`src/tlc_pkg.sv`:
```
// Purpose: shared constants for the top-level control register bank
// Assumes: 40 MHz mclk, 8-bit register port from the serial slave
// Notes:   timing counts are derived from the nominal times at 25 ns per cycle

package tlc_pkg;

  // ************************************************************
  // register offsets
  // ************************************************************
  localparam logic [7:0] TOP_EVENT_FLAGS_ADDR = 8'h03;
  localparam logic [7:0] TOP_EVENT_MASK_ADDR  = 8'h04;
  localparam logic [7:0] TOP_SUP_CTRL_ADDR    = 8'h05;
  localparam logic [7:0] BUS_IF_CONFIG_ADDR   = 8'h40;
  localparam logic [7:0] SOFTWARE_RESET_KEY_KEY_ADDR    = 8'h50;
  localparam logic [7:0] SHIP_MODE_CTRL_ADDR  = 8'h51;

  // ************************************************************
  // field positions
  // ************************************************************
  localparam int THERMAL_SHUTDOWN_BIT   = 6;
  localparam int SYS_OVERVOLTAGE_BIT    = 5;
  localparam int SYS_UNDERVOLTAGE_BIT   = 4;
  localparam int POWER_UP_FAILURE_BIT   = 0;
  localparam int LOW_POWER_CYCLING_BIT  = 3;
  localparam int OVERVOLTAGE_OFF_BIT    = 2;
  localparam int OVERVOLTAGE_DEB_BIT    = 1;
  localparam int DIE_TEMP_OFF_BIT       = 0;
  localparam int EXT_SHIP_TIMER_BIT     = 0;
  localparam int PAIR_ADDRESS_BIT       = 4;
  localparam int HIGH_SPEED_EXT_BIT     = 0;

  // ************************************************************
  // reset values and masks
  // ************************************************************
  localparam logic [7:0] TOP_EVENT_MASK_RST = 8'hfe;
  localparam logic [7:0] TOP_SUP_CTRL_RST   = 8'h01;
  localparam logic [7:0] TOP_SUP_CTRL_WMASK = 8'h7f;
  localparam logic [7:0] BUS_IF_CONFIG_RST  = 8'h00;
  localparam logic [7:0] SOFTWARE_RESET_KEY_KEY_RST   = 8'h00;
  localparam logic [7:0] SHIP_MODE_CTRL_RST = 8'h00;
  localparam logic [7:0] EVENT_FLAG_BITS    = 8'h71;
  localparam logic [7:0] SOFTWARE_RESET_KEY_KEY_VALUE = 8'ha5;

  // ************************************************************
  // timing
  // ************************************************************
  localparam int TMR_W          = 19;
  localparam int CLK_PERIOD_NS  = 25;
  localparam int LP_PERIOD_US   = 3000;
  localparam int OV_DEBOUNCE_US = 5000;
  localparam int SHIP_LONG_US   = 10000;
  localparam int SHIP_SHORT_US  = 100;
  localparam int LP_PERIOD_CYC   = LP_PERIOD_US * 1000 / CLK_PERIOD_NS;
  localparam int OV_DEBOUNCE_CYC = (OV_DEBOUNCE_US * 1000 + CLK_PERIOD_NS - 1) / CLK_PERIOD_NS;
  localparam int SHIP_LONG_CYC   = SHIP_LONG_US * 1000 / CLK_PERIOD_NS;
  localparam logic [TMR_W-1:0] SHIP_SHORT_CYC = TMR_W'(SHIP_SHORT_US * 1000 / CLK_PERIOD_NS);

endpackage

```
`src/tlc_timer_if.sv`:
```
// Purpose: carries a run level, a limit and a done level to a hold timer
// Assumes: one clock domain
// Notes:   done stays high while run is held past the limit

`timescale 1ns/1ps
`default_nettype none

interface tlc_timer_if;
  logic                     run;
  logic [tlc_pkg::TMR_W-1:0] limit;
  logic                     done;
  modport owner (output run, output limit, input done);
  modport timer (input run, input limit, output done);
endinterface

`default_nettype wire

```
`src/tlc_hold_timer.sv`:
```
// Purpose: reports that run has been held for limit cycles
// Assumes: limit is at least one
// Notes:   dropping run restarts the count at once

`timescale 1ns/1ps
`default_nettype none

module tlc_hold_timer (
  input wire logic  mclk,   // system clock
  input wire logic  resetn, // async reset, active low
  tlc_timer_if.timer tif    // run, limit and done
);
  import tlc_pkg::*;

  logic [TMR_W-1:0] count_q;
  logic             done_q;

  always_ff @(posedge mclk or negedge resetn) begin
    if (!resetn) begin
      count_q <= '0;
    end else if (!tif.run) begin
      count_q <= '0;
    end else if (count_q != tif.limit) begin
      count_q <= count_q + 1'b1;
    end
  end

  // done rises on the edge that completes limit cycles of run
  always_ff @(posedge mclk or negedge resetn) begin
    if (!resetn) begin
      done_q <= 1'b0;
    end else begin
      done_q <= tif.run && (count_q >= tif.limit - 1'b1);
    end
  end

  assign tif.done = done_q;

endmodule

`default_nettype wire

```
`src/tlc_top.sv`:
```
// Purpose: top-level control and status registers of a one-cell charger
// Assumes: register port strobes come from the serial slave, one cycle each
// Notes:   long counts are parameters so that simulation can shorten them
//
// Behaviour
// - A power-up failure sets bit 0 of the event flag register on entry.
// - The thermal-shutdown mask is bit 6 of the mask register, reset to one, and one masks.
// - The over-voltage mask is bit 5 of the mask register, reset masked, and one masks.
// - The under-voltage mask is bit 4 of the mask register, reset masked, and one masks.
// - The power-up failure mask is bit 0 of the mask register and one masks its interrupt; the flag still sets.
// - With low-power cycling off the under-voltage comparator stays on and the others follow their disables.
// - With low-power cycling on the enabled comparators are switched on and off with a 3 ms period; a valid charger input keeps the thermal one on.
// - Control bit 2 turns the over-voltage comparator off when one and resets to zero.
// - Control bit 1 adds a 5 ms debounce to the rising over-voltage detection.
// - Control bit 0, reset to one, turns the die-temperature comparator off unless a valid charger input exists.
// - Bit 0 of the ship-mode register picks a 10 ms timer when zero and a 0.1 ms timer when one.
// - Bit 4 of the bus configuration register selects pair addressing in write bursts, reset zero.
// - The thermal, over-voltage and under-voltage flags set on entry and a read clears all flags.
// - Bit 0 of the bus configuration register enables the high-speed extension mode.

`timescale 1ns/1ps
`default_nettype none

module tlc_top #(
  parameter logic [tlc_pkg::TMR_W-1:0] LP_PERIOD_CYC   = tlc_pkg::TMR_W'(tlc_pkg::LP_PERIOD_CYC),
  parameter logic [tlc_pkg::TMR_W-1:0] OV_DEBOUNCE_CYC = tlc_pkg::TMR_W'(tlc_pkg::OV_DEBOUNCE_CYC),
  parameter logic [tlc_pkg::TMR_W-1:0] SHIP_LONG_CYC   = tlc_pkg::TMR_W'(tlc_pkg::SHIP_LONG_CYC)
) (
  input  wire logic       mclk,              // system clock, 40 MHz
  input  wire logic       resetn,            // async reset, active low
  input  wire logic       reg_wr_en,         // register write strobe
  input  wire logic       reg_rd_en,         // register read strobe
  input  wire logic [7:0] reg_addr,          // register offset
  input  wire logic [7:0] reg_wdata,         // write data
  output logic      [7:0] reg_rdata_q,       // read data, one cycle after strobe
  input  wire logic       thermal_raw,       // die over-temperature comparator
  input  wire logic       overvoltage_raw,   // system over-voltage comparator
  input  wire logic       undervoltage_raw,  // system under-voltage comparator
  input  wire logic       power_up_fail_raw, // power-up failure detector
  input  wire logic       charger_input_ok,  // valid charger input supply
  input  wire logic       ship_request,      // external ship-mode request level
  output logic            uvlo_comp_en_q,    // under-voltage comparator enable
  output logic            ovlo_comp_en_q,    // over-voltage comparator enable
  output logic            thermal_comparator_comp_en_q,   // thermal comparator enable
  output logic            event_irq_q,       // interrupt request, active high
  output logic            ship_expired_q,    // ship request held for timer duration
  output logic            pair_mode_q,       // pair addressing in write bursts
  output logic            hs_ext_q           // high-speed extension enabled
);
  import tlc_pkg::*;

  // ************************************************************
  // registers and register port
  // ************************************************************
  logic [7:0] flags_q;
  logic [7:0] mask_q;
  logic [7:0] ctrl_q;
  logic [7:0] cnfg_q;
  logic [7:0] key_q;
  logic [7:0] ship_q;
  logic [7:0] set_d;
  logic       wr_mask;
  logic       wr_ctrl;
  logic       wr_cnfg;
  logic       wr_key;
  logic       wr_ship;
  logic       key_hit;
  logic       flag_read;

  assign wr_mask   = reg_wr_en && (reg_addr == TOP_EVENT_MASK_ADDR);
  assign wr_ctrl   = reg_wr_en && (reg_addr == TOP_SUP_CTRL_ADDR);
  assign wr_cnfg   = reg_wr_en && (reg_addr == BUS_IF_CONFIG_ADDR);
  assign wr_key    = reg_wr_en && (reg_addr == SOFTWARE_RESET_KEY_KEY_ADDR);
  assign wr_ship   = reg_wr_en && (reg_addr == SHIP_MODE_CTRL_ADDR);
  assign key_hit   = wr_key && (reg_wdata == SOFTWARE_RESET_KEY_KEY_VALUE);
  assign flag_read = reg_rd_en && (reg_addr == TOP_EVENT_FLAGS_ADDR);

  // the key restores the supervisory registers; bus config survives so the link stays up
  always_ff @(posedge mclk or negedge resetn) begin
    if (!resetn) begin
      mask_q <= TOP_EVENT_MASK_RST;
      ctrl_q <= TOP_SUP_CTRL_RST;
      ship_q <= SHIP_MODE_CTRL_RST;
      key_q  <= SOFTWARE_RESET_KEY_KEY_RST;
    end else if (key_hit) begin
      mask_q <= TOP_EVENT_MASK_RST;
      ctrl_q <= TOP_SUP_CTRL_RST;
      ship_q <= SHIP_MODE_CTRL_RST;
      key_q  <= SOFTWARE_RESET_KEY_KEY_RST;
    end else begin
      if (wr_mask) mask_q <= reg_wdata;
      if (wr_ctrl) ctrl_q <= reg_wdata & TOP_SUP_CTRL_WMASK;
      if (wr_ship) ship_q <= reg_wdata;
      if (wr_key)  key_q  <= reg_wdata;
    end
  end

  always_ff @(posedge mclk or negedge resetn) begin
    if (!resetn) begin
      cnfg_q <= BUS_IF_CONFIG_RST;
    end else if (wr_cnfg) begin
      cnfg_q <= reg_wdata;
    end
  end

  // unmapped offsets read as zero
  always_ff @(posedge mclk or negedge resetn) begin
    if (!resetn) begin
      reg_rdata_q <= 8'h00;
    end else if (reg_rd_en) begin
      case (reg_addr)
        TOP_EVENT_FLAGS_ADDR: reg_rdata_q <= flags_q;
        TOP_EVENT_MASK_ADDR:  reg_rdata_q <= mask_q;
        TOP_SUP_CTRL_ADDR:    reg_rdata_q <= ctrl_q;
        BUS_IF_CONFIG_ADDR:   reg_rdata_q <= cnfg_q;
        SOFTWARE_RESET_KEY_KEY_ADDR:    reg_rdata_q <= key_q;
        SHIP_MODE_CTRL_ADDR:  reg_rdata_q <= ship_q;
        default:              reg_rdata_q <= 8'h00;
      endcase
    end
  end

  always_ff @(posedge mclk or negedge resetn) begin
    if (!resetn) begin
      pair_mode_q <= 1'b0;
      hs_ext_q    <= 1'b0;
    end else begin
      pair_mode_q <= cnfg_q[PAIR_ADDRESS_BIT];
      hs_ext_q    <= cnfg_q[HIGH_SPEED_EXT_BIT];
    end
  end

  // ************************************************************
  // comparator power control
  // ************************************************************
  logic             lp_cycling;
  logic             lp_on;
  logic [TMR_W-1:0] lp_cnt_q;

  assign lp_cycling = ctrl_q[LOW_POWER_CYCLING_BIT];
  assign lp_on      = !lp_cycling || (lp_cnt_q < (LP_PERIOD_CYC >> 1));

  always_ff @(posedge mclk or negedge resetn) begin
    if (!resetn) begin
      lp_cnt_q <= '0;
    end else if (!lp_cycling || (lp_cnt_q == LP_PERIOD_CYC - 1'b1)) begin
      lp_cnt_q <= '0;
    end else begin
      lp_cnt_q <= lp_cnt_q + 1'b1;
    end
  end

  // a valid charger input pins the thermal comparator on, even through cycling
  always_ff @(posedge mclk or negedge resetn) begin
    if (!resetn) begin
      uvlo_comp_en_q  <= 1'b0;
      ovlo_comp_en_q  <= 1'b0;
      thermal_comparator_comp_en_q <= 1'b0;
    end else begin
      uvlo_comp_en_q  <= lp_on;
      ovlo_comp_en_q  <= !ctrl_q[OVERVOLTAGE_OFF_BIT] && lp_on;
      thermal_comparator_comp_en_q <= charger_input_ok || (!ctrl_q[DIE_TEMP_OFF_BIT] && lp_on);
    end
  end

  // ************************************************************
  // fault sensing and event flags
  // ************************************************************
  tlc_timer_if deb_if ();
  tlc_timer_if ship_if ();

  assign deb_if.run   = overvoltage_raw && ctrl_q[OVERVOLTAGE_DEB_BIT] && !ctrl_q[OVERVOLTAGE_OFF_BIT];
  assign deb_if.limit = OV_DEBOUNCE_CYC;

  tlc_hold_timer u_ov_debounce (
    .mclk   (mclk),
    .resetn (resetn),
    .tif    (deb_if)
  );

  logic ov_level;
  logic thermal_comparator_seen_q;
  logic ovlo_seen_q;
  logic uvlo_seen_q;
  logic pwrup_seen_q;

  assign ov_level = ctrl_q[OVERVOLTAGE_DEB_BIT] ? deb_if.done : overvoltage_raw;

  // a switched-off comparator holds its last reading, so cycling makes no false entries
  always_ff @(posedge mclk or negedge resetn) begin
    if (!resetn) begin
      thermal_comparator_seen_q <= 1'b0;
      ovlo_seen_q  <= 1'b0;
      uvlo_seen_q  <= 1'b0;
      pwrup_seen_q <= 1'b0;
    end else begin
      if (thermal_comparator_comp_en_q) thermal_comparator_seen_q <= thermal_raw;
      if (ovlo_comp_en_q)  ovlo_seen_q  <= ov_level;
      if (uvlo_comp_en_q)  uvlo_seen_q  <= undervoltage_raw;
      pwrup_seen_q <= power_up_fail_raw;
    end
  end

  always_comb begin
    set_d = 8'h00;
    set_d[THERMAL_SHUTDOWN_BIT] = thermal_comparator_comp_en_q && thermal_raw && !thermal_comparator_seen_q;
    set_d[SYS_OVERVOLTAGE_BIT]  = ovlo_comp_en_q && ov_level && !ovlo_seen_q;
    set_d[SYS_UNDERVOLTAGE_BIT] = uvlo_comp_en_q && undervoltage_raw && !uvlo_seen_q;
    set_d[POWER_UP_FAILURE_BIT] = power_up_fail_raw && !pwrup_seen_q;
  end

  // a new entry in the read cycle survives the clear
  always_ff @(posedge mclk or negedge resetn) begin
    if (!resetn) begin
      flags_q <= 8'h00;
    end else if (flag_read) begin
      flags_q <= set_d;
    end else begin
      flags_q <= flags_q | set_d;
    end
  end

  always_ff @(posedge mclk or negedge resetn) begin
    if (!resetn) begin
      event_irq_q <= 1'b0;
    end else begin
      event_irq_q <= |(flags_q & ~mask_q & EVENT_FLAG_BITS);
    end
  end

  // ************************************************************
  // external ship-mode timer
  // ************************************************************
  assign ship_if.run   = ship_request;
  assign ship_if.limit = ship_q[EXT_SHIP_TIMER_BIT] ? SHIP_SHORT_CYC : SHIP_LONG_CYC;

  tlc_hold_timer u_ship_timer (
    .mclk   (mclk),
    .resetn (resetn),
    .tif    (ship_if)
  );

  always_ff @(posedge mclk or negedge resetn) begin
    if (!resetn) begin
      ship_expired_q <= 1'b0;
    end else begin
      ship_expired_q <= ship_if.done;
    end
  end
endmodule

`default_nettype wire

```
`config.mk`:
```
export PLATFORM = sky130hd
export DESIGN_NAME = tlc_top
export DESIGN_NICKNAME = d
export VERILOG_FILES = /design/src/tlc_pkg.sv /design/src/tlc_timer_if.sv /design/src/tlc_hold_timer.sv /design/src/tlc_top.sv
export SDC_FILE = /design/constraint.sdc
export NUM_CORES = 1
export LEC_CHECK = 0
export ABC_AREA = 1
export BUFFER_PORTS_ARGS = -buffer_cell sky130_fd_sc_hd__buf_4
export CAP_MARGIN = 10
export CELL_PAD_IN_SITES_DETAIL_PLACEMENT = 0
export CELL_PAD_IN_SITES_GLOBAL_PLACEMENT = 2
export CORE_ASPECT_RATIO = 1.2
export CORE_MARGIN = 2
export CORE_UTILIZATION = 36
export DETAILED_ROUTE_END_ITERATION = 12
export PLACE_DENSITY_LB_ADDON = 0.1
export SYNTH_ARGS = -nofsm -noshare
export SYNTH_HDL_FRONTEND = slang
export SYNTH_SLANG_ARGS = --single-unit
```
`constraint.sdc`:
```
create_clock -name mclk -period 2.17 [get_ports mclk]
set_clock_uncertainty 0.1 [all_clocks]
set_input_delay 0.1085 -clock mclk [delete_from_list [all_inputs] [get_ports mclk]]
set_output_delay 0.1085 -clock mclk [all_outputs]
set_load 0.01 [all_outputs]
```
==> results by group <==
Outcome
  – Status: complete, no violations

Worst setup path
  – Sort of element at the start of the critical path: flip-flop
  – Number of cell instances on the worst register-to-register path: 8
  – Critical Path Start: ship_q[0]$_DFFE_PN0P_
  – Setup slack, reg-to-reg: 0.33 ns
  – Maximum fanout along the worst path: 8
  – Arrival time at the worst endpoint: 2.10 ns
  – Crit path to: u_ship_timer.count_q[1]$_DFFE_PN0P_
  – Endpoint of the worst register-to-register path: u_ship_timer.count_q[1]$_DFFE_PN0P_
  – Required time of the critical path: 2.42 ns
  – Setup Crit Path Kind: flip-flop to flip-flop
  – Type of element capturing the critical path: flip-flop
  – Launch instance of the worst register-to-register path: ship_q[0]$_DFFE_PN0P_

Final layout
  – Finished Layout Cells: 1163
  – Share of post-route cells with drive strength above 1: 12.2%
  – Commonest non-fill, non-tap cells in the layout: sky130_fd_sc_hd__nand2_1 (204), sky130_fd_sc_hd__nor2_1 (137), sky130_fd_sc_hd__dfrtp_1 (113)
  – Number of nets in the final layout: 969
  – FF/Latch Area: 0.00304 mm²
  – Layout-stage area growth over the synthesis result: 20.5%
  – Diodes inserted: 0
  – Multi-input gate area in the final layout: 0.00301 mm²
  – Filler cell count in the final layout: 1817
  – Leading cell type in the layout, fill and taps excluded: sky130_fd_sc_hd__nand2_1

Synth
  – Share of flip-flops with an asynchronous set or reset: 100%
  – Largest cells by area after synthesis: sky130_fd_sc_hd__dfrtp_1 (43%), sky130_fd_sc_hd__nand2_1 (12%), sky130_fd_sc_hd__nor2_1 (7.9%)
  – Warning count from the yosys run: 0
  – Number of flip-flops and latches in the synthesized netlist: 121
  – Area share of the leading cell type in the synthesized netlist: 43.3%
  – Cell Area, Synth: 0.00653 mm²
  – Most frequently used flop master after synthesis: sky130_fd_sc_hd__dfrtp_1
  – Top cell type by total area after synthesis: sky130_fd_sc_hd__dfrtp_1
  – Mapped Avg Cell Area: 7.57 µm²
  – Post-Synthesis Net Count: 902
  – Unique cell type count in the Yosys netlist: 38
  – Synthesized netlist cell count: 863
  – Number of enable-type register cells in the synthesized netlist: 0
  – Fraction of the yosys area taken by sequential cells: 46.5%

Power
  – Power Dens Cells: 735 mW/mm²
  – Net switching power figure: 1.27 mW
  – Share of power burned in the clock network: 52.3%
  – Switching fraction of total power: 21.9%
  – Final total power: 5.79 mW
  – Internal Dissipation: 4.52 mW
  – Combinational Power Share: 6.5%
  – Max IR drop VDD: 532 µV
  – LEAKAGE: 3.82 nW
  – Proportion of power drawn by flip-flops and latches: 41.2%

Timing
  – TNS Setup: 0 ns
  – Normalized max-slew margin: 65.9%
  – Least-Margin Pin Slew: 0.511 ns
  – Unrepaired setup endpoints after global routing: no
  – Shortest clock period the worst path allows after layout: 1.84 ns
  – Count of final setup violators: 0
  – Peak Freq: 543 MHz
  – Final period utilization: 84.9%
  – Worst hold-check slack: 0.0432 ns
  – Final Hold Vio Count: 0
  – Max-slew violation count: 0

Floorplanning
  – Number of placed I/O pins: 41
  – Starting density of the core: 37.0%
  – Die area: 0.0192 mm²
  – Width of the die: 127 µm
  – Core region area: 0.0176 mm²
  – Number of standard-cell rows in the floorplan: 53
  – Height of the die: 152 µm

Route
  – Number of remaining DRC errors: 0
  – Wire length after detailed routing: 16.7 mm
  – DRC marker count from the first detailed-route iteration: 272
  – Iteration count of the initial detailed-routing pass: 4
  – Average wire length per cell after detail routing: 14.4 µm
  – Vias per cell: 4.84
  – Count of vias placed by the detailed router: 5631
  – Antenna Violating Nets Remaining: 0

Placed design
  – Post-detail-place hpwl: 12.4 mm
  – I/O Buffers: 40
  – Last weighted congestion value of the routability-driven placer: 0.872
  – Cell total after placement: 1115

Clock network
  – CTS Hold Bufs: 16
  – Number of sinks handled by clock tree synthesis: 121
  – CTS HTree Levels: 4
  – Gates resized, CTS repair: 0
  – TritonCTS Buffers: 17
  – TritonCTS clock tree: done
  – Post-CTS clock slew at the launch and capture registers of the worst setup and hold paths: 0.06 ns
  – Latest clock arrival within the worst-skew pair: 0.42 ns
  – Cell at the root of the clock tree: sky130_fd_sc_hd__clkbuf_16
  – Number of buffers on the longest clock path: 2
  – Setup bufs post-CTS: 0

Global routing
  – Total global routing track utilization: 18.5%
  – Wire length of the first global-routing pass: 28.0 mm
  – GRT Residual Overflow: 0
  – Maximum number of pins on one net before global-route repair: 69
  – Via count of the first global-routing pass: 5597
  – Antenna violations before repair: 0

Job
  – Max-capacitance violation count: 0

Min path
  – Worst hold path startpoint: overvoltage_raw
  – Min-Delay Path Class: primary input to flip-flop
[how the worst min path moves through the flow]
stage	end	slack [ns]	depth (start not counted)
global placement	lp_cnt_q[17]$_DFF_PN0_	0.01	1
global route	flags_q[5]$_DFF_PN0_	0.05	5
floorplan	cnfg_q[0]$_DFFE_PN0P_	-0.29	0
CTS	flags_q[5]$_DFF_PN0_	0.04	5
finish	flags_q[5]$_DFF_PN0_	0.04	5
detailed placement	lp_cnt_q[15]$_DFF_PN0_	0.02	1
[routing by layer]
layer | vias to the layer above | track usage [%] | share of wire, %
met5 | - | 0 | 0
met4 | 0 | 6.92 | 2.4
met3 | 22 | 4.04 | 2.6
met2 | 68 | 30.9 | 48
met1 | 2632 | 23.5 | 47
li1 | 2909 | - | -
[cell type report]
class                      instances  share of cell area, %
multi-input combinational        622                   38.2
timing repair buffer              63                   6.67
clock buffer                      24                   6.24
inverter                         105                   5.00
tap                              220                   3.50
clock inverter                     8                   1.78
sequential                       121                   38.6
[state kept, by name, indices dropped and copies added (netlist names), 4 cells and up]
| name | cells |
|---|---|
| cnfg_q | 8 |
| ctrl_q | 7 |
| flags_q | 4 |
| key_q | 8 |
| lp_cnt_q | 19 |
| mask_q | 8 |
| reg_rdata_q | 8 |
| ship_q | 8 |
| u_ov_debounce.count_q | 19 |
| u_ship_timer.count_q | 19 |
[cells in the mapped netlist (all sizes together), types with 3 or more instances]
master	instances
dfstp	8
clkbuf	4
o21ai	63
nor2	145
nand3b	3
dfrtp	113
nand3	92
buf	11
o22ai	5
nand4	18
xor2	17
ha	13
inv	105
a21oi	25
nand2	213
nor3	16
[power groups by stage]
stage | sequential (mW) | combinational, mW | clock, mW
2_1_floorplan | 2.42 | 0.181 | 0
3_3_place_gp | 2.42 | 0.356 | 0
3_5_place_dp | 2.42 | 0.362 | 0
4_1_cts | 2.38 | 0.386 | 3.09
5_1_grt | 2.39 | 0.431 | 3.19
6_report | 2.38 | 0.377 | 3.03
[metrics by stage]
stage                     instance area (µm²)  setup WS, ns  utilization, %
after detailed placement                 7080         0.326            40.2
final                                    7880         0.328            44.6
after CTS                                7880         0.313            44.6
after global placement                   7080         0.411            40.2
after floorplan                          6530         0.587               -
after global routing                     7880        0.0888            44.6
[kinds of logic after synthesis]
logic type      Yosys count  synth area share, %
buf+inv                 120                 7.43
flops                   121                 46.5
xor+xnor                 19                 2.55
simple gates            492                 33.2
compound gates           98                 7.83
fa+ha+maj                13                 2.49
[worst max-delay path, stage by stage, from the launching register on]
cell and delay [ns]:
sky130_fd_sc_hd__dfrtp_1 0.52, sky130_fd_sc_hd__inv_1 0.13, sky130_fd_sc_hd__ha_1 0.30, sky130_fd_sc_hd__nand2_1 0.07
sky130_fd_sc_hd__inv_1 0.12, sky130_fd_sc_hd__nand3_1 0.09, sky130_fd_sc_hd__nor3_1 0.26, sky130_fd_sc_hd__nand4_1 0.12
sky130_fd_sc_hd__nand2_1 0.08
(Power assumes the default switching activity.)
